## config.mk

```make
export PLATFORM = sky130hd
export DESIGN_NAME = imdsc_core
export DESIGN_NICKNAME = d
export VERILOG_FILES = /design/src/rtl/imdsc_pkg.sv /design/src/rtl/imdsc_core.sv
export SDC_FILE = /design/constraint.sdc
export NUM_CORES = 1
export LEC_CHECK = 0
export BUFFER_PORTS_ARGS = -buffer_cell sky130_fd_sc_hd__buf_4
export CAP_MARGIN = 30
export CORE_UTILIZATION = 35
export DETAILED_ROUTE_END_ITERATION = 10
export SLEW_MARGIN = 15
export SYNTH_ARGS = -nofsm -noshare
export SYNTH_HDL_FRONTEND = slang
export SYNTH_SLANG_ARGS = --single-unit
```

## constraint.sdc

```tcl
create_clock -name ref_clk -period 3.25 [get_ports ref_clk]
set_clock_uncertainty 0.2 [all_clocks]
set_input_delay 0.325 -clock ref_clk [delete_from_list [all_inputs] [get_ports ref_clk]]
set_output_delay 0.325 -clock ref_clk [all_outputs]
set_load 0.01 [all_outputs]
```

## src/rtl/imdsc_pkg.sv

```systemverilog
// package: register map, field positions, timing counts and carrier types
// assumes a 20 MHz ref_clk and a two-wire bus near 2.5 MHz
package imdsc_pkg;

  localparam int CLK_MHZ     = 20;
  localparam int SCL_HALF_NS = 200;
  localparam int HALF_CYC    = (SCL_HALF_NS * CLK_MHZ + 999) / 1000;
  localparam logic [7:0] HALF_CNT = 8'(HALF_CYC);

  localparam logic [7:0] IDX_MSHIFT = 8'h08;
  localparam logic [7:0] IDX_SENA   = 8'h09;
  localparam logic [7:0] IDX_SACK   = 8'h0A;
  localparam logic [9:0] ADR_MSHIFT = {IDX_MSHIFT, 2'b00};
  localparam logic [9:0] ADR_SENA   = {IDX_SENA, 2'b00};
  localparam logic [9:0] ADR_SACK   = {IDX_SACK, 2'b00};

  localparam logic [7:0] MSHIFT_RST = 8'h00;
  localparam logic [7:0] SENA_RST   = 8'h00;
  localparam logic       ACKSEL_RST = 1'b0;
  localparam logic [7:0] SENA_MSK   = 8'hE7;

  localparam int A_DATA_IE = 7;
  localparam int A_ADST_IE = 6;
  localparam int A_STOP_EN = 5;
  localparam int A_ALL_ADR = 2;
  localparam int A_SMART   = 1;
  localparam int A_EN      = 0;
  localparam int B_ACK     = 2;

  localparam logic [1:0] CMD_NONE  = 2'h0;
  localparam logic [1:0] CMD_COMP  = 2'h2;
  localparam logic [1:0] CMD_RESP  = 2'h3;
  localparam logic [3:0] LAST_SLOT = 4'h8;
  localparam logic       CAUSE_STOP = 1'b0;
  localparam logic       CAUSE_ADDR = 1'b1;

  typedef struct packed {
    logic scl;
    logic sda;
  } imdsc_pins_type;

  typedef struct packed {
    logic scl_o;
    logic scl_oe;
    logic sda_o;
    logic sda_oe;
  } imdsc_drive_type;

  typedef struct packed {
    logic       wr_done;
    logic       rd_done;
    logic       arb;
    logic       berr;
    logic       hold;
  } imdsc_mflags_type;

endpackage

```

## src/rtl/imdsc_core.sv

```systemverilog
// file: master byte shift engine and slave control/command registers
// assumes word register port on ref_clk; bus pins are asynchronous
//
// The strobed register port was left to the implementer.
`timescale 1ns/1ps

// What this block does
// - data register is the master shift register
// - data writes ignored while a byte shifts
// - write sends byte, clocks ack slot without keeping it, sets write flag
// - after arbitration loss send ones, finish byte
// - data write clears read/write/hold flags only
// - read sends ack bit, releases clock one byte
// - read done sets read flag, else write flag
// - data read with ack action clears both flags
// - data irq needs enable, flag, global enable
// - addr/stop irq needs enable, flag, global enable
// - address and stop share flag; cause bit kept
// - stop enable lets stop set the flag
// - accept-all mode takes every address
// - smart mode: access clears flag, continues transfer
// - enable bit turns slave function on/off
// - acknowledge action is plain read/write bit
// - command bits are strobes, read as zero
// - command 2 completes, command 3 responds
// - cause bit: 0 stop, 1 address
module imdsc_core
  import imdsc_pkg::*;
(
  input  wire logic            ref_clk,             // system clock
  input  wire logic            rst,                 // async reset, high
  input  wire logic [9:0]      addr,                // byte address
  input  wire logic [7:0]      wdata,               // write data
  input  wire logic            wr,                  // write strobe
  input  wire logic            rd,                  // read strobe
  output logic      [7:0]      rdata,               // read data, cycle after rd
  input  wire imdsc_pins_type  pin_in,              // scl/sda wire levels
  output imdsc_drive_type      pin_drv,             // scl/sda drive and enables
  input  wire logic            m_ack_valid,         // master ack action is ack or nack
  input  wire logic            m_ack_nack,          // master ack action: 1 nack
  input  wire logic            m_bus_error,         // bus error pulse
  input  wire logic            m_flags_clear,       // clear all master flags pulse
  output imdsc_mflags_type     m_flags,             // master status flags
  input  wire logic            global_irq_enable,   // cpu global enable
  input  wire logic [6:0]      slave_own_address,   // programmed slave address
  input  wire logic            s_addr_valid,        // address byte received pulse
  input  wire logic [7:0]      s_addr_byte,         // received address byte
  input  wire logic            s_byte_done,         // slave byte finished pulse
  input  wire logic            s_data_access,       // slave data read/write pulse
  output logic                 slave_data_flag,     // data flag
  output logic                 slave_addr_stop_flag,// address-or-stop flag
  output logic                 addr_or_stop_cause,  // 1 address, 0 stop
  output logic                 s_addr_match,        // address accepted pulse
  output logic                 s_enable,            // slave function on
  output logic                 s_ack_action,        // 1 send nack
  output logic                 s_cmd_complete,      // command 2 pulse
  output logic                 s_cmd_response,      // command 3 pulse
  output logic                 s_smart_continue,    // smart-mode continue pulse
  output logic                 slave_data_irq,      // data interrupt request
  output logic                 slave_addr_stop_irq  // addr/stop interrupt request
);

  typedef enum logic [1:0] {M_IDLE, M_LOW, M_HIGH_WAIT, M_HIGH} imdsc_mst_type;

  typedef struct packed {
    // master byte engine
    imdsc_mst_type    mst;
    logic [7:0]       cnt;
    logic [3:0]       slot;
    logic             rx;
    logic             op_arb;
    logic             op_berr;
    logic             nack;
    logic [7:0]       shreg;
    imdsc_drive_type  drv;
    imdsc_mflags_type mf;

    // slave control copies and flags
    logic [7:0]       ctla;
    logic             ack_act;
    logic             dflag;
    logic             apflag;
    logic             cause;
    logic             match;

    // one-cycle strobes and interrupt requests
    logic             cmd_comp;
    logic             cmd_resp;
    logic             smart_go;
    logic             dirq;
    logic             apirq;

    // read port and pin synchronisers
    logic [7:0]       rdata;
    logic [1:0]       scl_s;
    logic [1:0]       sda_s;
    logic             scl_p;
    logic             sda_p;
  } imdsc_state_type;

  imdsc_state_type st_q;
  imdsc_state_type st_d;

  localparam imdsc_state_type ST_RST = '{
    mst:     M_IDLE,
    cnt:     8'h00,
    slot:    4'h0,
    rx:      1'b0,
    op_arb:  1'b0,
    op_berr: 1'b0,
    nack:    1'b0,
    shreg:   MSHIFT_RST,
    drv:     '0,
    mf:      '0,
    ctla:    SENA_RST,
    ack_act: ACKSEL_RST,
    dflag:   1'b0,
    apflag:  1'b0,
    cause:   1'b0,
    match:   1'b0,
    cmd_comp:1'b0,
    cmd_resp:1'b0,
    smart_go:1'b0,
    dirq:    1'b0,
    apirq:   1'b0,
    rdata:   8'h00,
    scl_s:   2'b11,
    sda_s:   2'b11,
    scl_p:   1'b1,
    sda_p:   1'b1
  };

  always_comb begin
    logic scl_v;
    logic sda_v;
    logic wr_md;
    logic rd_md;
    logic wr_b;
    logic drove_one;
    logic data_slot;
    logic stop_ev;
    logic addr_ok;
    logic s_clear;
    logic ack_slot;
    scl_v     = 1'b0;
    sda_v     = 1'b0;
    wr_md     = 1'b0;
    rd_md     = 1'b0;
    wr_b      = 1'b0;
    drove_one = 1'b0;
    data_slot = 1'b0;
    stop_ev   = 1'b0;
    addr_ok   = 1'b0;
    s_clear   = 1'b0;
    ack_slot  = 1'b0;
    st_d      = st_q;

    // two-flop synchronisers, edges taken from the second stage
    st_d.scl_s = {st_q.scl_s[0], pin_in.scl};
    st_d.sda_s = {st_q.sda_s[0], pin_in.sda};
    scl_v      = st_q.scl_s[1];
    sda_v      = st_q.sda_s[1];
    st_d.scl_p = scl_v;
    st_d.sda_p = sda_v;

    // decoded register strobes
    wr_md = wr && (addr == ADR_MSHIFT);
    rd_md = rd && (addr == ADR_MSHIFT);
    wr_b  = wr && (addr == ADR_SACK);

    // register read port
    // read data stands one cycle, zero otherwise
    st_d.rdata = 8'h00;
    if (rd) begin
      case (addr)
        ADR_MSHIFT: st_d.rdata = st_q.shreg;
        ADR_SENA:   st_d.rdata = st_q.ctla & SENA_MSK;
        ADR_SACK:   st_d.rdata = {5'h00, st_q.ack_act, 2'b00};
        default:    st_d.rdata = 8'h00;
      endcase
    end

    // bits 4 and 3 of the enable register are never stored
    if (wr && (addr == ADR_SENA)) begin
      st_d.ctla = wdata & SENA_MSK;
    end

    // command bits are not stored, only decoded below
    if (wr_b) begin
      st_d.ack_act = wdata[B_ACK];
    end

    // master flags: software-side clears first, hardware sets win below
    if (m_flags_clear) begin
      st_d.mf = '0;
    end
    if (st_q.mst != M_IDLE && m_bus_error) begin
      st_d.op_berr = 1'b1;
    end

    // master byte engine
    case (st_q.mst)
      M_IDLE: begin
        // writes while busy fall through and are lost
        if (wr_md) begin
          st_d.shreg   = wdata;
          st_d.mf.wr_done = 1'b0;
          st_d.mf.rd_done = 1'b0;
          st_d.mf.hold = 1'b0;
          st_d.rx      = 1'b0;
          st_d.slot    = 4'h0;
          st_d.cnt     = 8'h00;
          st_d.op_arb  = 1'b0;
          st_d.op_berr = 1'b0;
          st_d.drv.scl_oe = 1'b1;
          st_d.mst     = M_LOW;
        end else if (rd_md && m_ack_valid) begin
          // a read without an acknowledge action only returns data
          st_d.mf.wr_done = 1'b0;
          st_d.mf.rd_done = 1'b0;
          st_d.mf.hold = 1'b0;
          st_d.rx      = 1'b1;
          st_d.nack    = m_ack_nack;
          st_d.slot    = 4'h0;
          st_d.cnt     = 8'h00;
          st_d.op_arb  = 1'b0;
          st_d.op_berr = 1'b0;
          st_d.drv.scl_oe = 1'b1;
          st_d.mst     = M_LOW;
        end
      end
      M_LOW: begin
        st_d.cnt = st_q.cnt + 8'h01;
        if (st_q.cnt == 8'h01) begin
          // change sda well after scl has fallen
          if (st_q.rx) begin
            ack_slot = (st_q.slot == 4'h0);
            st_d.drv.sda_oe = ack_slot && !st_q.nack;
          end else if (st_q.slot != LAST_SLOT) begin
            st_d.drv.sda_oe = !st_q.shreg[7] && !st_q.op_arb;
          end else begin
            st_d.drv.sda_oe = 1'b0;
          end
        end
        if (st_q.cnt == HALF_CNT) begin
          st_d.drv.scl_oe = 1'b0;
          st_d.cnt        = 8'h00;
          st_d.mst        = M_HIGH_WAIT;
        end
      end
      M_HIGH_WAIT: begin
        // a slave may stretch the clock
        if (scl_v) begin
          st_d.cnt = 8'h00;
          st_d.mst = M_HIGH;
        end
      end
      M_HIGH: begin
        st_d.cnt = st_q.cnt + 8'h01;
        if (st_q.cnt == HALF_CNT - 8'h01) begin
          drove_one = st_q.rx ? (st_q.slot == 4'h0) : (st_q.slot != LAST_SLOT);
          data_slot = st_q.rx ? (st_q.slot != 4'h0) : (st_q.slot != LAST_SLOT);
          if (drove_one && !st_q.drv.sda_oe && !sda_v) begin
            st_d.op_arb = 1'b1;
            st_d.mf.arb = 1'b1;
          end
          if (data_slot) begin
            st_d.shreg = {st_q.shreg[6:0], sda_v};
          end
          st_d.cnt        = 8'h00;
          st_d.drv.scl_oe = 1'b1;
          if (st_q.slot == LAST_SLOT) begin
            st_d.mst        = M_IDLE;
            st_d.mf.hold    = 1'b1;
            st_d.drv.sda_oe = 1'b0;
            // the two master flags are never raised together
            if (!st_q.rx) begin
              st_d.mf.wr_done = 1'b1;
            end else if (st_q.op_berr || m_bus_error ||
                         (st_q.nack && (st_q.op_arb || st_d.op_arb))) begin
              st_d.mf.wr_done = 1'b1;
            end else begin
              st_d.mf.rd_done = 1'b1;
            end
          end else begin
            st_d.slot = st_q.slot + 4'h1;
            st_d.mst  = M_LOW;
          end
        end
      end
      default: begin
        st_d.mst = M_IDLE;
      end
    endcase
    if (m_bus_error) begin
      st_d.mf.berr = 1'b1;
    end

    // slave command strobes and smart-mode continuation
    // codes 0 and 1 launch nothing
    st_d.cmd_comp = wr_b && (wdata[1:0] == CMD_COMP);
    st_d.cmd_resp = wr_b && (wdata[1:0] == CMD_RESP);

    // smart mode lets a data access stand in for a command
    st_d.smart_go = s_data_access && st_q.ctla[A_SMART];
    s_clear = st_d.cmd_comp || st_d.cmd_resp || st_d.smart_go;
    if (s_clear) begin
      st_d.dflag  = 1'b0;
      st_d.apflag = 1'b0;
    end

    // slave events set flags after any clear, so a set is never lost
    // stop: sda rises while scl stays high, both on synced levels
    stop_ev = scl_v && st_q.scl_p && sda_v && !st_q.sda_p;
    // accept-all mode ignores the programmed address
    addr_ok = s_addr_valid &&
              (st_q.ctla[A_ALL_ADR] || (s_addr_byte[7:1] == slave_own_address));
    st_d.match = addr_ok && st_q.ctla[A_EN];
    if (st_q.ctla[A_EN]) begin
      if (s_byte_done) begin
        st_d.dflag = 1'b1;
      end
      if (stop_ev && st_q.ctla[A_STOP_EN]) begin
        st_d.apflag = 1'b1;
        st_d.cause  = CAUSE_STOP;
      end
      // an address in the same cycle as a stop wins the cause bit
      if (addr_ok) begin
        st_d.apflag = 1'b1;
        st_d.cause  = CAUSE_ADDR;
      end
    end

    // requests follow the next flag value, so they rise with the flag
    st_d.dirq  = st_d.dflag && st_d.ctla[A_DATA_IE] && global_irq_enable;
    st_d.apirq = st_d.apflag && st_d.ctla[A_ADST_IE] && global_irq_enable;
    st_d.drv.scl_o = 1'b0;
    st_d.drv.sda_o = 1'b0;
  end

  // single state register; its reset value is a constant, so the
  // asynchronous branch never depends on other logic
  always_ff @(posedge ref_clk or posedge rst) begin
    if (rst) begin
      st_q <= ST_RST;
    end else begin
      st_q <= st_d;
    end
  end

  // every output is a field of the state register
  assign rdata                = st_q.rdata;
  assign pin_drv              = st_q.drv;
  assign m_flags              = st_q.mf;
  assign slave_data_flag      = st_q.dflag;
  assign slave_addr_stop_flag = st_q.apflag;
  assign addr_or_stop_cause   = st_q.cause;
  assign s_addr_match         = st_q.match;
  assign s_enable             = st_q.ctla[A_EN];
  assign s_ack_action         = st_q.ack_act;
  assign s_cmd_complete       = st_q.cmd_comp;
  assign s_cmd_response       = st_q.cmd_resp;
  assign s_smart_continue     = st_q.smart_go;
  assign slave_data_irq       = st_q.dirq;
  assign slave_addr_stop_irq  = st_q.apirq;

endmodule

```

== Word-level counts from Yosys, hierarchy flattened ==
Cells that the tools add are included.

* Equal/unequal tests: 23
* Bitwise operators: 1
* Add/subtract/negate cells: 2
* Reductions and logical operators: 56
* Muxes and demuxes: 58

{| class="wikitable"
|+ Operators with widths
! kind !! number
|-
| $mux W8 || 5
|-
| $pmux W10 S4 || 1
|-
| $eq A10 B6 Y1 const B || 3
|-
| $mux W1 || 28
|-
| $logic_and A1 B1 Y1 || 24
|-
| $pmux W8 S3 || 1
|-
| $mux W10 || 2
|-
| $reduce_and A4 Y1 || 5
|-
| $mux W18 || 1
|-
| $mux W17 || 1
|-
| $ne A2 B2 Y1 const B || 8
|-
| $pmux W8 S2 || 1
|-
| $mux W14 || 1
|-
| $mux W2 || 6
|-
| $reduce_bool A2 Y1 || 6
|-
| $add A8 B1 Y8 const B || 1
|-
| $eq A2 B2 Y1 const B || 4
|-
| $eq A8 B1 Y1 const B || 1
|-
| $eq A8 B2 Y1 const B || 1
|-
| $eq A8 B3 Y1 const B || 1
|-
| $mux W4 || 2
|-
| $pmux W4 S2 || 1
|-
| $eq A7 B7 Y1 || 1
|-
| $logic_not A1 Y1 || 6
|-
| 18 further kinds || 29
|}

* Output and inout port bits: 28
* Register bits: 63
* Input port bits: 47

== Longest topological paths before layout ==
Gate-level depths: netlist of run 1.

* Depth in word-level cells: 15
* Depth in mapped cells: 7

== Least setup slack after synthesis of run 1 ==
OpenSTA, ideal clock, no wires.

* Kind: register to register
* From: register st_q[65] (netlist bit)
* To: register st_q[42] (netlist bit)
* Period minus slack after synthesis: 2.272 ns
* Cell stages (with the launch flop): 7
* Buffers on the path: 1
* Data arrival time: 1.947 ns
* Library setup time: 0.125 ns
* Path slack: 0.978 ns
* Path through: dfrtp_1 > ha_1 > clkbuf_1 > nor4b_2 > o211ai_1 > a22oi_4 > mux2_2

* Cells in the longest elaborated chain, start to end: 3

{| class="wikitable"
|+ RTL lines
! what !! line !! RTL
|-
| from (decl) || imdsc_core.sv:101 || <nowiki>imdsc_state_type st_q;</nowiki>
|-
| from (signal assigned) || imdsc_core.sv:347 || <nowiki>st_q <= st_d;</nowiki>
|-
| $eq A2 B2 Y1 / $logic_not A2 Y1 (equally long branches) || imdsc_core.sv:202 || <nowiki>case (st_q.mst)</nowiki>
|-
| $ne A2 B2 Y1 (no line) / $reduce_bool A2 Y1 (equally long branches) || -- ||
|-
| $reduce_and A4 Y1 (no line) || -- ||
|}

Parallel ways exist; a longest one is shown, timed or not.
A chain may end at the register's enable or synchronous reset.

== Final worst setup path of run 1 ==
* From: register st_q[57] (netlist bit)
* To: register st_q[44] (netlist bit)

* Cells in the longest elaborated chain, start to end: 3

{| class="wikitable"
|+ RTL lines
! what !! line !! RTL
|-
| $eq A8 B2 Y1 || imdsc_core.sv:260 || <nowiki>if (st_q.cnt == HALF_CNT - 8'h01) begin</nowiki>
|-
| $ne A2 B2 Y1 (no line) || -- ||
|-
| $reduce_and A4 Y1 (no line) || -- ||
|}

Every way passes these cells.

==> results of run 1 <==
per-layer routing:
metal  track usage [%]  up-vias  wire length [um]
li1                  -     1224                 -
met1              20.3     1234              3200
met2              26.5       73              3550
met3              5.06        9               480
met4              4.41        0                80
met5                 0        -                 0
registers in the layout (all words and copies together), names as in the netlist, named ones only:
register and flops:
slave_data_irq 1, slave_data_flag 1, s_addr_match 1, s_ack_action 1, pin_drv 2, addr_or_stop_cause 1, st_d 4, s_smart_continue 1
slave_addr_stop_irq 1, rdata 8, slave_addr_stop_flag 1, m_flags 5, s_cmd_complete 1, s_cmd_response 1, s_enable 1, st_q 32
per-stage QoR:
| stage | setup WS (ns) | area (sq um) | utilization (%) | total power (uW) |
|---|---|---|---|---|
| 3_5_place_dp | 0.851 | 3920 | 42.4 | 942 |
| 5_1_grt | 0.612 | 4180 | 45.2 | 1630 |
| 6_report | 0.832 | 4180 | 45.2 | 1560 |
| 3_3_place_gp | 0.862 | 3920 | 42.4 | 939 |
| 4_1_cts | 0.822 | 4180 | 45.2 | 1590 |
| 2_1_floorplan | 0.978 | 3340 | - | 874 |
worst register-to-register path, stage by stage, from the launching register on:
cell and delay (ns):
sky130_fd_sc_hd__dfrtp_1 0.43, sky130_fd_sc_hd__ha_1 0.30, sky130_fd_sc_hd__nor4b_4 0.37, sky130_fd_sc_hd__o211ai_1 0.23
sky130_fd_sc_hd__a22oi_4 0.39, sky130_fd_sc_hd__mux2_2 0.39
layout by cell type (no fill, tap or decap), types with 3 or more instances in the layout:
cell type                       instances
sky130_fd_sc_hd__a21o_1                 9
sky130_fd_sc_hd__a21oi_1                8
sky130_fd_sc_hd__a22o_1                 5
sky130_fd_sc_hd__a31oi_1                4
sky130_fd_sc_hd__and2_1                 4
sky130_fd_sc_hd__and3_1                 7
sky130_fd_sc_hd__buf_4                 76
sky130_fd_sc_hd__clkbuf_8              10
sky130_fd_sc_hd__clkinvlp_4             3
sky130_fd_sc_hd__dfrtp_1               57
sky130_fd_sc_hd__dfstp_2                6
sky130_fd_sc_hd__dlygate4sd3_1          8
sky130_fd_sc_hd__ha_1                  11
sky130_fd_sc_hd__inv_1                 13
sky130_fd_sc_hd__mux2_2                22
sky130_fd_sc_hd__mux2i_1                7
sky130_fd_sc_hd__nand2_1               18
sky130_fd_sc_hd__nand2b_1               3
sky130_fd_sc_hd__nand3_1               10
sky130_fd_sc_hd__nand3b_1               3
sky130_fd_sc_hd__nand4_1                6
sky130_fd_sc_hd__nor2_1                20
sky130_fd_sc_hd__nor2b_1                4
sky130_fd_sc_hd__nor3_1                 7
sky130_fd_sc_hd__nor4_1                 3
sky130_fd_sc_hd__o21ai_0               11
sky130_fd_sc_hd__or2_2                  5
sky130_fd_sc_hd__xnor2_1                8
power by group:
part	internal, uW	leakage [uW]	total (uW)	switching (uW)
Combinational	70.2	0.00112	123	53.0
Clock	300	0.0000849	633	333
Sequential	799	0.000799	808	8.98
Total	1170	0.00200	1560	395
area by class of cell:
| type | instances | area, sq um | share of cell area (%) |
|---|---|---|---|
| Clock buffer | 10 | 138 | 3.29 |
| Clock inverter | 6 | 45.0 | 1.08 |
| Inverter | 14 | 52.6 | 1.26 |
| Multi-Input combinational cell | 208 | 1550 | 37.0 |
| Sequential cell | 63 | 1580 | 37.9 |
| Tap cell | 129 | 161 | 3.86 |
| Timing Repair Buffer | 84 | 651 | 15.6 |
cells by family after synthesis:
group | after synthesis | synth area share, %
and+or+nand+nor | 102 | 18.0
DFF | 63 | 47.5
AOI/OAI and AO/OA | 55 | 12.0
buffers and inverters | 38 | 6.26
muxes | 30 | 9.87
adders and majority gates | 11 | 4.13
xor gates and xnor gates | 8 | 2.10
other | 1 | 0.112
how the worst min path moves through the flow:
stage / start / to / slack, ns / depth (start not counted)
6_report: wdata[5] / st_q[29] / 0.03 / 2
5_1_grt: m_ack_nack / st_q[49] / 0.02 / 2
4_1_cts: wdata[5] / st_q[29] / 0.01 / 2
3_5_place_dp: st_d[3] / st_d[0] / 0.15 / 0
3_3_place_gp: st_d[3] / st_d[0] / 0.15 / 0
2_1_floorplan: pin_in[0] / st_d[3] / 0.13 / 0
==> run summary, run 1 <==
The run finished with clean final reports. The post-synthesis async set-or-reset flop share was 100%. The post-route netlist has 35.6% of its cells at a drive strength greater than 1.

Global routing consumed, over all layers together, 16.1% of the routing resources. The signal on the critical path passes through ha_1 > nor4b_4 > o211ai_1 > a22oi_4 > mux2_2. For the overall overflow remaining after global route, the log shows 0.

In this run the worst path has a maximum fanout of 8. The startpoint of the worst register-to-register path was st_q[57]. Data on the critical path is required at its endpoint by 3.27 ns.

After floorplanning, the core was sized to cover 9240 sq um. IR analysis of the VDD net gives a maximum drop of 193 uV. The tools report the count of inserted antenna diode cells as 0. Data on the critical path arrives at its endpoint at 2.44 ns.

Entering global routing, the biggest net connects 28 pins. The placer's final routability congestion estimate was 0.823; the I/O pin count was 75. The beginning of the critical path was st_q[57]. The die area came out at 9930 sq um. Compared with the post-synthesis result, the final layout area differs by 25.2%. After clock tree synthesis, the clock-pin slew on the worst setup and hold paths is 0.08 ns. For the final max-slew violation count, the log shows 0. Ranked by instance count, the synthesized netlist is headed by sky130_fd_sc_hd__dfrtp_1, sky130_fd_sc_hd__mux2_2, sky130_fd_sc_hd__nor2_1, sky130_fd_sc_hd__nand2_1, sky130_fd_sc_hd__buf_4. Capture point of the critical path: st_q[44]. The Yosys step of the flow raised 0 warnings. Endpoint class of the critical path: a flip-flop. The clock reaches the later pin of the worst-skew pair after 0.34 ns. From left edge to right edge, the die measures 99.6 um. The initialized floorplan defines 35 standard-cell rows. TritonCTS built the clock tree. Number of setup violations in the final report: 0. The tools report the number of CTS-inserted buffers as 9.

The worst min-delay path category was input pin to flip-flop. The worst path in the final design needs a cycle of 2.42 ns, including I/O delays and setup. Once detailed placement completed, the half-perimeter wirelength came to 5.52 mm.

Ranked by total cell area, the synthesized netlist is headed by sky130_fd_sc_hd__dfrtp_1, sky130_fd_sc_hd__mux2_2, sky130_fd_sc_hd__dfstp_2. The run gives 490 as the cell count after placement. The violation count after the first detailed-route iteration was 103. The cell count after synthesis came out at 308. The detail route stage leaves a number of antenna-violating nets equal to 0. By instance count, the leading cell after synthesis is sky130_fd_sc_hd__dfrtp_1. Summing over every cut layer, the via total after detailed routing is 2540. The cell area that synthesis handed to floorplanning was 3340 sq um. For the worst flop-to-flop path, the logic depth is 5.

The number of global-route vias before repair is 2494. Summed over its instances, the top area cell type makes up 42.8% of the synthesized netlist area. After detailed routing, the total wire length is 7.32 mm. Setup repair after global routing left no endpoint under its margin.

The tools report the maximum clock rate as 413 MHz. In this design, the stage delay of the slowest critical-path cell is 0.43 ns. Worst-case clock buffer depth: 2.

The number of DRC violations after detailed routing was 0; the detailed-route vias per instance was 4.94. The H-tree was split into 3 levels. The number of antenna violations at the first check in global routing is 0. The initial utilization of the core area, before any placement, comes to 36.1%. Worst slack on hold paths: 0.0253 ns.

Across the run, the number of max-cap violations was 0. Summed over all cells, the static leakage comes to 0.00200 uW. In this run the tool buffered the top-level ports with 71 buffer cells. The first-pass GRT wire length was 12.3 mm; the routed wire length per instance was 14.2 um. The run gives 8 as the cts-stage hold buffer count. The synthesized design spends more area on one cell type than any other, namely sky130_fd_sc_hd__dfrtp_1. Excluding fillers, the count of instances in the completed layout stands at 514. The first detailed-routing pass took 4 iterations. The worst pin sits at a relative slew slack of 48.4%. Counting the fill cells in the layout gives 900.

The endpoint identified for the worst register-to-register timing path is st_q[44]. The synthesized flop and latch total was 63. Among cell families on the critical path, the largest total delay comes from compound AO/OA/AOI/OAI gates.

The run gives 63 as the number of clock sinks. The launching element type of the critical path is a flip-flop. The critical path runs through a total of 5 cells. The tree is rooted in a sky130_fd_sc_hd__clkbuf_8. After synthesis, flip-flops and latches occupy 47.5% of the total area. The worst register-to-register path has a setup slack of 0.83 ns. Final count of hold timing violations: 0. The critical path contains buffers and inverters numbering 0 combined. Net total in the final layout: 438.

The largest individual stage delay along the critical path comes from the cell sky130_fd_sc_hd__dfrtp_1. The final critical path takes up 74.4% of the cycle. Counting flops with a built-in enable in the synthesized netlist gives 0. The tools report the post-CTS repair timing setup buffer count as 0. Synthesis instantiated 55 different standard cells from the library.

The post-synthesis area per instance came out at 10.8 sq um. The worst setup path is of the flip-flop to flip-flop kind. The primary flip-flop cell chosen by synthesis mapping is sky130_fd_sc_hd__dfrtp_1.

The transition time at the pin with the least slew margin came out at 0.754 ns. The y dimension of the die was 99.6 um. The logs give 0 for the quantity of gates resized following cts and 0 ns for the total negative slack for setup checks. Power density over the cells: 374 nW/um^2.
No activity file was read; power rests on OpenSTA's default activity.
==> inputs of run 2 (changes only) <==
Settings changed: ABC_AREA set to 1.
Clock period 3.25 ns to 2.3 ns, I/O delays scaled along.
==> run 2 against run 1 <==
  * Synthesized cell count rose by 36%
  * Clock-buffer cell count up 4
  * First-iteration DRC count is 28% higher
  * Power is 54% higher
  * Critical path depth is 2 higher
  * Largest cell class unchanged
  * Critical endpoint is now st_q[43]
  * Synthesized area increased by 4.2%
  * Combinational power up 63%
  * Hold slack got worse by 0.0073 ns
==> run summary, run 2 <==
The run finished with clean final reports. Switching power: 529 uW (+34%). Total negative slack for setup checks: 0 ns (unchanged). The y dimension of the die is 102 um (+2.0%), and the transition time at the pin with the least slew margin is 0.565 ns (-0.189 ns). The proportion of layout cells with a drive suffix above 1 is 23.9% (-12 points), and the overall track demand over capacity in global routing is 16.6% (+0.55 points). The count of buffering cells on the critical path with inverters included is 2 (+2), and the count of flip-flops with a built-in enable after synthesis is 0 (unchanged). The maximum vdd ir drop was 215 uV (+11%); the total standard cell area after synthesis was 3470 sq um (+4.2%). The library cell used most frequently in the layout, excluding fill and tap cells, is sky130_fd_sc_hd__nand2_1. The most used flip-flop cell after synthesis is sky130_fd_sc_hd__dfrtp_1. Cell accounting for the most synthesized area: sky130_fd_sc_hd__dfrtp_1. By count the netlist is led by sky130_fd_sc_hd__nand2_1, sky130_fd_sc_hd__dfrtp_1, sky130_fd_sc_hd__inv_1, sky130_fd_sc_hd__nand3_1, sky130_fd_sc_hd__nor2_1.

By area the synthesized netlist is led by sky130_fd_sc_hd__dfrtp_1, sky130_fd_sc_hd__nand2_1, sky130_fd_sc_hd__nand3_1. The largest fanout on the critical path came out at 12 (+4). The tools report the I/O pin count as 75 (unchanged). The worst setup path is launched from a flip-flop.

For the die area, the log shows 10300 sq um (+4.1%). For the number of global-route vias before repair, the log shows 2833 (+14%). For the initial standard-cell utilization of the core, the log shows 36.9% (+0.80 points). Final standard cell utilization of the core: 46.9% (+1.7 points).

Setup repair after global routing left no endpoint under its margin. Post-CTS clock slew at the launch and capture registers of the worst setup and hold paths: 0.06 ns (-0.02 ns). The worst-case clock buffer depth was 2 (unchanged). Type of the setup path with the least slack: flip-flop to flip-flop. The number of DRC violations after detailed routing was 0 (unchanged). The top cell types in the final layout, fill and taps aside, are sky130_fd_sc_hd__nand2_1, sky130_fd_sc_hd__buf_4, sky130_fd_sc_hd__dfrtp_1, sky130_fd_sc_hd__inv_1, sky130_fd_sc_hd__nand3_1. The share of power burned in combinational logic was 8.3% (+0.4 points). The final count of hold timing violations is 0 (unchanged), and the number of violations of the max-capacitance limit is 0 (unchanged). For the part of the power in the clock network, the log shows 44.3% (+3.8 points). Maximum clock rate: 499 MHz (+21%).

The number of placement rows was 35 (unchanged); the area overhead of the layout relative to synthesis was 27.2%. The tools report the fill cell total of the finished layout as 929 (+3.2%). The clock insertion delay at the later pin of the skew report is 0.34 ns (about the same), and the number of setup violations in the final report is 0 (unchanged).

sky130_fd_sc_hd__nand2_1 is the most common cell in the netlist. The cell count after synthesis was 419 (+36%); the internal cell power was 1890 uW (+61%). The number of different library cells in the post-synthesis netlist was 40 (-27%); the violation count after the first detailed-route iteration was 132 (+28%).

The endpoint class of the critical path is a flip-flop. First-pass GRT wire length: 13.2 mm (+7.1%). The critical path goes through ha_1 > inv_1 > buf_4 > a21oi_2 > nor2_4 > nand2_1 > o21ai_1. The maximum number of pins on one net before global-route repair was 42 (+50%); the overall overflow remaining after global route was 0 (unchanged). For the detailed-router iteration count before antenna repair, the log shows 4 (unchanged).

Detailed-route vias per instance: 4.59 (-7.1%). Number of flip-flops in the largest register: 32 (unchanged). The register with the most flip-flops is st_q.

For the sequential-to-total area share from yosys stat, the log shows 45.6% (-1.9 points). The number of clock sinks was 63 (unchanged). The estimated wirelength of the detail-placed design came out at 5.96 mm (+8.1%). The run gives 61.9% (+13 points) as the max-slew headroom at the worst pin. Number of antenna-violating nets in the routed design: 0 (unchanged).

The number of input and output port buffers inserted is 71 (unchanged), and the width of the die is 102 um (+2.0%). For the quantity of gates resized following cts, the log shows 0 (unchanged). The library cell used as clock root buffer is sky130_fd_sc_hd__clkbuf_8. Placer's final routability congestion estimate: 0.789 (-4.1%). The final cycle utilization of the critical path came out at 87.2% (+13 points).

TritonCTS built the clock tree. The time the final worst path needs with I/O delays and setup is 2.00 ns (-0.413 ns), and the wire length after detailed routing is 7.85 mm (+7.3%). The run gives 47.4% (-4.3 points) as the sequential share of power.

Broken down by cell family, the worst path's largest delay share belongs to flip-flops. The synthesized flop and latch total works out to 63 (unchanged). The maximum level of the CTS H-tree was 3 (unchanged). Longest individual stage delay on the worst path: 0.45 ns (+0.02 ns). On the critical path, the stage with the largest delay is an instance of sky130_fd_sc_hd__dfrtp_1. The logs give 0 (unchanged) for the final max-slew violation count and 2.32 ns (-0.95 ns) for the required time at the worst-slack endpoint.

The logs give 0 (unchanged) for the post-CTS repair timing setup buffer count and 2.02 ns (-0.42 ns) for the arrival time reported for the critical path endpoint. Post-synthesis async set-or-reset flop share: 100% (unchanged). The power density over the cells is 546 nW/um^2 (+46%), and the area fraction of the dominant cell type after synthesis is 41.1% (-1.7 points). The logs give 0 (unchanged) for the number of antenna violations at the first check in global routing and 0.00216 uW (+8.0%) for the static leakage. The worst slack on hold paths was 0.0180 ns (-0.00726 ns); the routed wire length per instance was 12.4 um (-13%). The run gives 9 (unchanged) as the number of CTS-inserted buffers.

Core footprint: 9420 sq um (+1.9%). Routed via count: 2901 (+14%). The tools report the count of synthesis-stage warnings from yosys as 0 (unchanged). The run gives 0 (unchanged) as the count of inserted antenna diode cells. The post-synthesis area per instance is 8.29 sq um (-23%), and the net total in the final layout is 556 (+27%).

Worst min-delay path category: input pin to flip-flop. Share of total power consumed by net switching: 21.9% (-3.4 points).
[run 2: cell count changes in the layout (fill, tap and decap cells not counted), moves of 6 or more]
cell	change
sky130_fd_sc_hd__nand2_1	+78
sky130_fd_sc_hd__inv_1	+33
sky130_fd_sc_hd__nand3_1	+27
sky130_fd_sc_hd__mux2_2	-22
sky130_fd_sc_hd__o21ai_1	+17
sky130_fd_sc_hd__o21ai_0	+14
sky130_fd_sc_hd__a21o_1	-8
sky130_fd_sc_hd__dlygate4sd3_1	+8
sky130_fd_sc_hd__mux2i_1	-7
sky130_fd_sc_hd__nor2_1	+7
sky130_fd_sc_hd__xor2_1	+7
sky130_fd_sc_hd__and3_1	-6
[run 2: power by group through the flow]
stage | Combinational (uW) | Clock, uW | Sequential (uW)
global placement | 181 | 0 | 1160
floorplan | 78.8 | 0 | 1160
finish | 201 | 1070 | 1140
global route | 224 | 1150 | 1150
detailed placement | 183 | 0 | 1160
CTS | 205 | 1100 | 1140
[run 2: final cells by class]
cell class	instances	area (sq um)	share of cell area, %
clock buffer	14	193	4.36
multi-input combinational	282	1520	34.4
inverter	52	196	4.45
sequential	63	1580	35.8
clock inverter	2	35.0	0.793
timing repair buffer	90	728	16.5
tap	129	161	3.65
[run 2: final timing paths]
| kind | from | to | slack (ns) | cells after the start |
|---|---|---|---|---|
| setup / recovery | st_q[65] | st_q[43] | 0.30 | 7 |
| hold / removal | wdata[3] | st_q[44] | 0.02 | 5 |
| setup reg to reg | st_q[65] | st_q[43] | 0.30 | 7 |
| hold reg to reg | st_d[3] | st_d[0] | 0.16 | 0 |
| max in group asynchronous | rst | st_q[0] | 0.98 | 4 |
| min in group asynchronous | rst | st_q[60] | 0.28 | 3 |
[run 2: kinds of logic (layout without fill, tap and decap cells)]
logic type / Yosys count / after routing / share of synthesized area [%]
DFF: 63 / 63 / 45.6
adders and majority gates: 11 / 11 / 3.96
AOI/OAI and AO/OA: 65 / 65 / 10.1
other: 1 / 2 / 0.108
xor gates and xnor gates: 14 / 14 / 3.53
and+or+nand+nor: 190 / 190 / 26.0
buffers and inverters: 75 / 158 / 10.7
[run 2: tightest hold or removal path: stages]
cell and delay [ns]:
sky130_fd_sc_hd__buf_4 0.08, sky130_fd_sc_hd__nand2_1 0.04, sky130_fd_sc_hd__o21ai_0 0.06, sky130_fd_sc_hd__nand2_1 0.05
sky130_fd_sc_hd__o21ai_1 0.06
[run 2: routing by layer]
| layer | part of all wire [%] | vias up | global-route usage (%) |
|---|---|---|---|
| met4 | 0.99 | 0 | 6.35 |
| met5 | 0 | - | 0 |
| li1 | - | 1489 | - |
| met3 | 5.2 | 7 | 4.28 |
| met2 | 47 | 66 | 26.6 |
| met1 | 47 | 1339 | 21.6 |
[run 2: repair_timing]
item,in CTS,in global routing
setup endpoints to repair,0,0
hold buffers,16,0
endpoints found under the hold margin,39,0
[run 2: through the flow]
step                std cells  area [sq um]  worst slack [ns]  power, uW
finish                    632          4420             0.295       2410
global route              632          4420            0.0613       2520
CTS                       632          4420             0.321       2440
detailed placement        600          4030             0.319       1350
global placement          600          4030             0.360       1340
floorplan                 420          3480             0.310       1240
==> inputs of run 3 (changes only) <==
Clock period 2.3 ns to 2.5 ns, I/O delays scaled along.
==> run 3 against run 2 <==
  * Worst setup slack improved by 0.20 ns
  * Fmax rose by 0.24%
  * Via count fell by 0.31%
  * Final cell count fell by 0.95%
  * Largest power group unchanged
==> run summary, run 3 (synthesis gave the netlist of run 2 again) <==
The register with the most flip-flops was st_q. The logs give 4.28% (unchanged) for the global routing met3 resource utilization and 75 (unchanged) for the I/O pin count. The largest fanout on the critical path is 11 (-1), and the count of inserted antenna diode cells is 0 (unchanged). The routed wire length per instance works out to 12.4 um (about the same). The run gives 9 (unchanged) as the number of CTS-inserted buffers. The post-CTS clock slew at the launch and capture registers of the worst setup and hold paths is 0.07 ns (about the same). The library cell used most frequently in the layout, excluding fill and tap cells, is sky130_fd_sc_hd__nand2_1. The overall track demand over capacity in global routing is 16.5% (-0.17 points), and the total negative slack for setup checks is 0 ns (unchanged). The time the final worst path needs with I/O delays and setup works out to 2.00 ns (-0.00489 ns). The logs give 12.9 mm (-2.4%) for the first-pass GRT wire length and 0 (unchanged) for the final count of hold timing violations. The flow ran to the end, and the final reports show no timing, DRC or antenna violations.

The arrival time reported for the critical path endpoint came out at 2.02 ns (about the same). The tools report the max-slew headroom at the worst pin as 62.6% (+0.67 points). The violation count after the first detailed-route iteration came out at 176 (+33%). The run gives 4320 sq um (-2.2%) as the area of all placed cells without fillers. The worst setup path is of the flip-flop to flip-flop kind. The maximum vdd ir drop is 184 uV (-14%), and the die area is 10300 sq um (unchanged). The met2 capacity usage during global routing was 25.6% (-0.99 points); the width of the die was 102 um (unchanged).

The proportion of layout cells with a drive suffix above 1 is 23.3% (-0.52 points), and the maximum number of pins on one net before global-route repair is 41 (-2.4%). The post-placement worst setup slack is 0.534 ns (+0.215 ns). The core footprint was 9420 sq um (unchanged); the required time at the worst-slack endpoint was 2.52 ns (+0.20 ns). The final cycle utilization of the critical path works out to 80.0% (-7.2 points). The instance area after placement was 4020 sq um (-0.19%); the wire length after detailed routing was 7.78 mm (-0.88%).

The clock insertion delay at the later pin of the skew report is 0.35 ns (about the same), and the register area is 1580 sq um (unchanged). The worst hold path belongs to the class input pin to flip-flop. The detailed-route vias per instance is 4.62 (+0.65%), and the power after layout is 2070 uW (-14%).

The number of antenna violations at the first check in global routing is 0 (unchanged). The tools report the maximum clock rate as 500 MHz (+0.24%). On the critical path the largest part of the delay comes from simple AND/OR/NAND/NOR gates. For the multi-input logic area, the log shows 1520 sq um (unchanged). The run gives 36.9% (unchanged) as the initial standard-cell utilization of the core. The worst-case clock buffer depth was 2 (unchanged).

The number of flip-flops in the largest register is 32 (unchanged), and the transition time at the pin with the least slew margin is 0.555 ns (-0.00990 ns). For the number of placement rows, the log shows 35 (unchanged). The maximum level of the CTS H-tree was 3 (unchanged).

The longest individual stage delay on the worst path came out at 0.44 ns (about the same). Setup repair after global routing left no endpoint under its margin. For the routed via count, the log shows 2892 (-0.31%). The fill cell total of the finished layout came out at 912 (-1.8%). The number of global-route vias before repair was 2740 (-3.3%); the number of clock sinks was 63 (unchanged).

The estimated wirelength of the detail-placed design was 5.91 mm (-0.82%). The run gives 0 (unchanged) as the number of violations of the max-capacitance limit. Routing usage on met1: 21.8% (+0.21 points).

The final standard cell utilization of the core was 45.9% (-1.0 points); the placer's final routability congestion estimate was 0.823 (+4.2%). The signal on the critical path passes through ha_1 > inv_1 > nor2_1 > nor2_1 > nand2_1 > o21ai_0 > nand2_1. The number of antenna-violating nets in the routed design was 0 (unchanged); the power density over the cells was 480 nW/um^2 (-12%). The number of setup violations in the final report is 0 (unchanged). The net total in the final layout was 550 (-1.1%). The static leakage came out at 0.00211 uW (-2.2%). The logs give 0 (unchanged) for the overall overflow remaining after global route and 0 (unchanged) for the final max-slew violation count.

The tools report the library cell used as clock root buffer as sky130_fd_sc_hd__clkbuf_8. The tools report the worst setup slack after layout as 0.500 ns (+0.205 ns). The top cell types in the final layout, fill and taps aside, are sky130_fd_sc_hd__nand2_1, sky130_fd_sc_hd__buf_4, sky130_fd_sc_hd__dfrtp_1, sky130_fd_sc_hd__inv_1, sky130_fd_sc_hd__nand3_1. Compared with the post-synthesis result, the final layout area differs by 24.5%.

The count of buffering cells on the critical path with inverters included was 1 (-1); the detailed-router iteration count before antenna repair was 4 (unchanged). Y dimension of the die: 102 um (unchanged). The most heavily used metal layer in global routing was met2.

The tools report the number of DRC violations after detailed routing as 0 (unchanged). The number of input and output port buffers inserted came out at 71 (unchanged). STA classifies the critical path endpoint as a flip-flop.

TritonCTS built the clock tree. Among all stages on the critical path, the largest delay is contributed by sky130_fd_sc_hd__dfrtp_1. The launching element type of the critical path was a flip-flop.
-- run 3: cell count changes in the layout (fill, tap and decap cells not counted) --
cell                            before  now
sky130_fd_sc_hd__buf_4              73   72
sky130_fd_sc_hd__bufinv_16           1    0
sky130_fd_sc_hd__clkbuf_1            0    3
sky130_fd_sc_hd__clkbuf_8           14   13
sky130_fd_sc_hd__clkinv_2            2    1
sky130_fd_sc_hd__dlygate4sd3_1      16   11
-- run 3: worst register-to-register path, cell delays in order (launching register included) --
cell and delay (ns):
sky130_fd_sc_hd__dfrtp_1 0.44, sky130_fd_sc_hd__ha_1 0.24, sky130_fd_sc_hd__inv_1 0.31, sky130_fd_sc_hd__nor2_1 0.11
sky130_fd_sc_hd__nor2_1 0.26, sky130_fd_sc_hd__nand2_1 0.11, sky130_fd_sc_hd__o21ai_0 0.15, sky130_fd_sc_hd__nand2_1 0.07
-- run 3: layout make-up --
class	instances	area share, %
Clock buffer	16	4.40
Timing Repair Buffer	84	15.5
Inverter	52	4.54
Tap cell	129	3.73
Sequential cell	63	36.6
Multi-Input combinational cell	282	35.2
-- run 3: worst paths after layout --
path	startpoint	cells past startpoint	endpoint	slack, ns
max	st_q[65]	7	st_q[65]	0.50
min	m_flags_clear	4	m_flags[4]	0.007
max reg2reg	st_q[65]	7	st_q[65]	0.50
min reg2reg	st_d[5]	0	st_d[1]	0.16
max in group asynchronous	rst	4	st_q[43]	1.19
min in group asynchronous	rst	3	st_q[55]	0.31
-- run 3: stage by stage --
stage	hold slack, ns	std cells
6_report	0.00654	626
5_1_grt	0.00799	626
4_1_cts	0.000740	626
3_5_place_dp	0.142	599
3_3_place_gp	0.131	599
2_1_floorplan	0.0545	420
-- run 3: layer usage --
metal / routed length, um / up-vias / share of wire (%)
met5: 0 / - / 0
met4: 103 / 0 / 1.3
met3: 295 / 10 / 3.8
met2: 3660 / 57 / 47
met1: 3720 / 1338 / 48
li1: - / 1487 / -
-- run 3: power by group --
| part | switching (uW) | total (uW) | internal (uW) |
|---|---|---|---|
| logic | 85.3 | 179 | 93.4 |
| clock network | 372 | 842 | 470 |
| registers | 11.3 | 1050 | 1040 |
-- run 3: timing repair --
| action | CTS | global route |
|---|---|---|
| hold endpoints to repair | 31 | 0 |
| resized for setup | 0 | 0 |
| hold buffers | 11 | 0 |
| setup buffers | 0 | 0 |
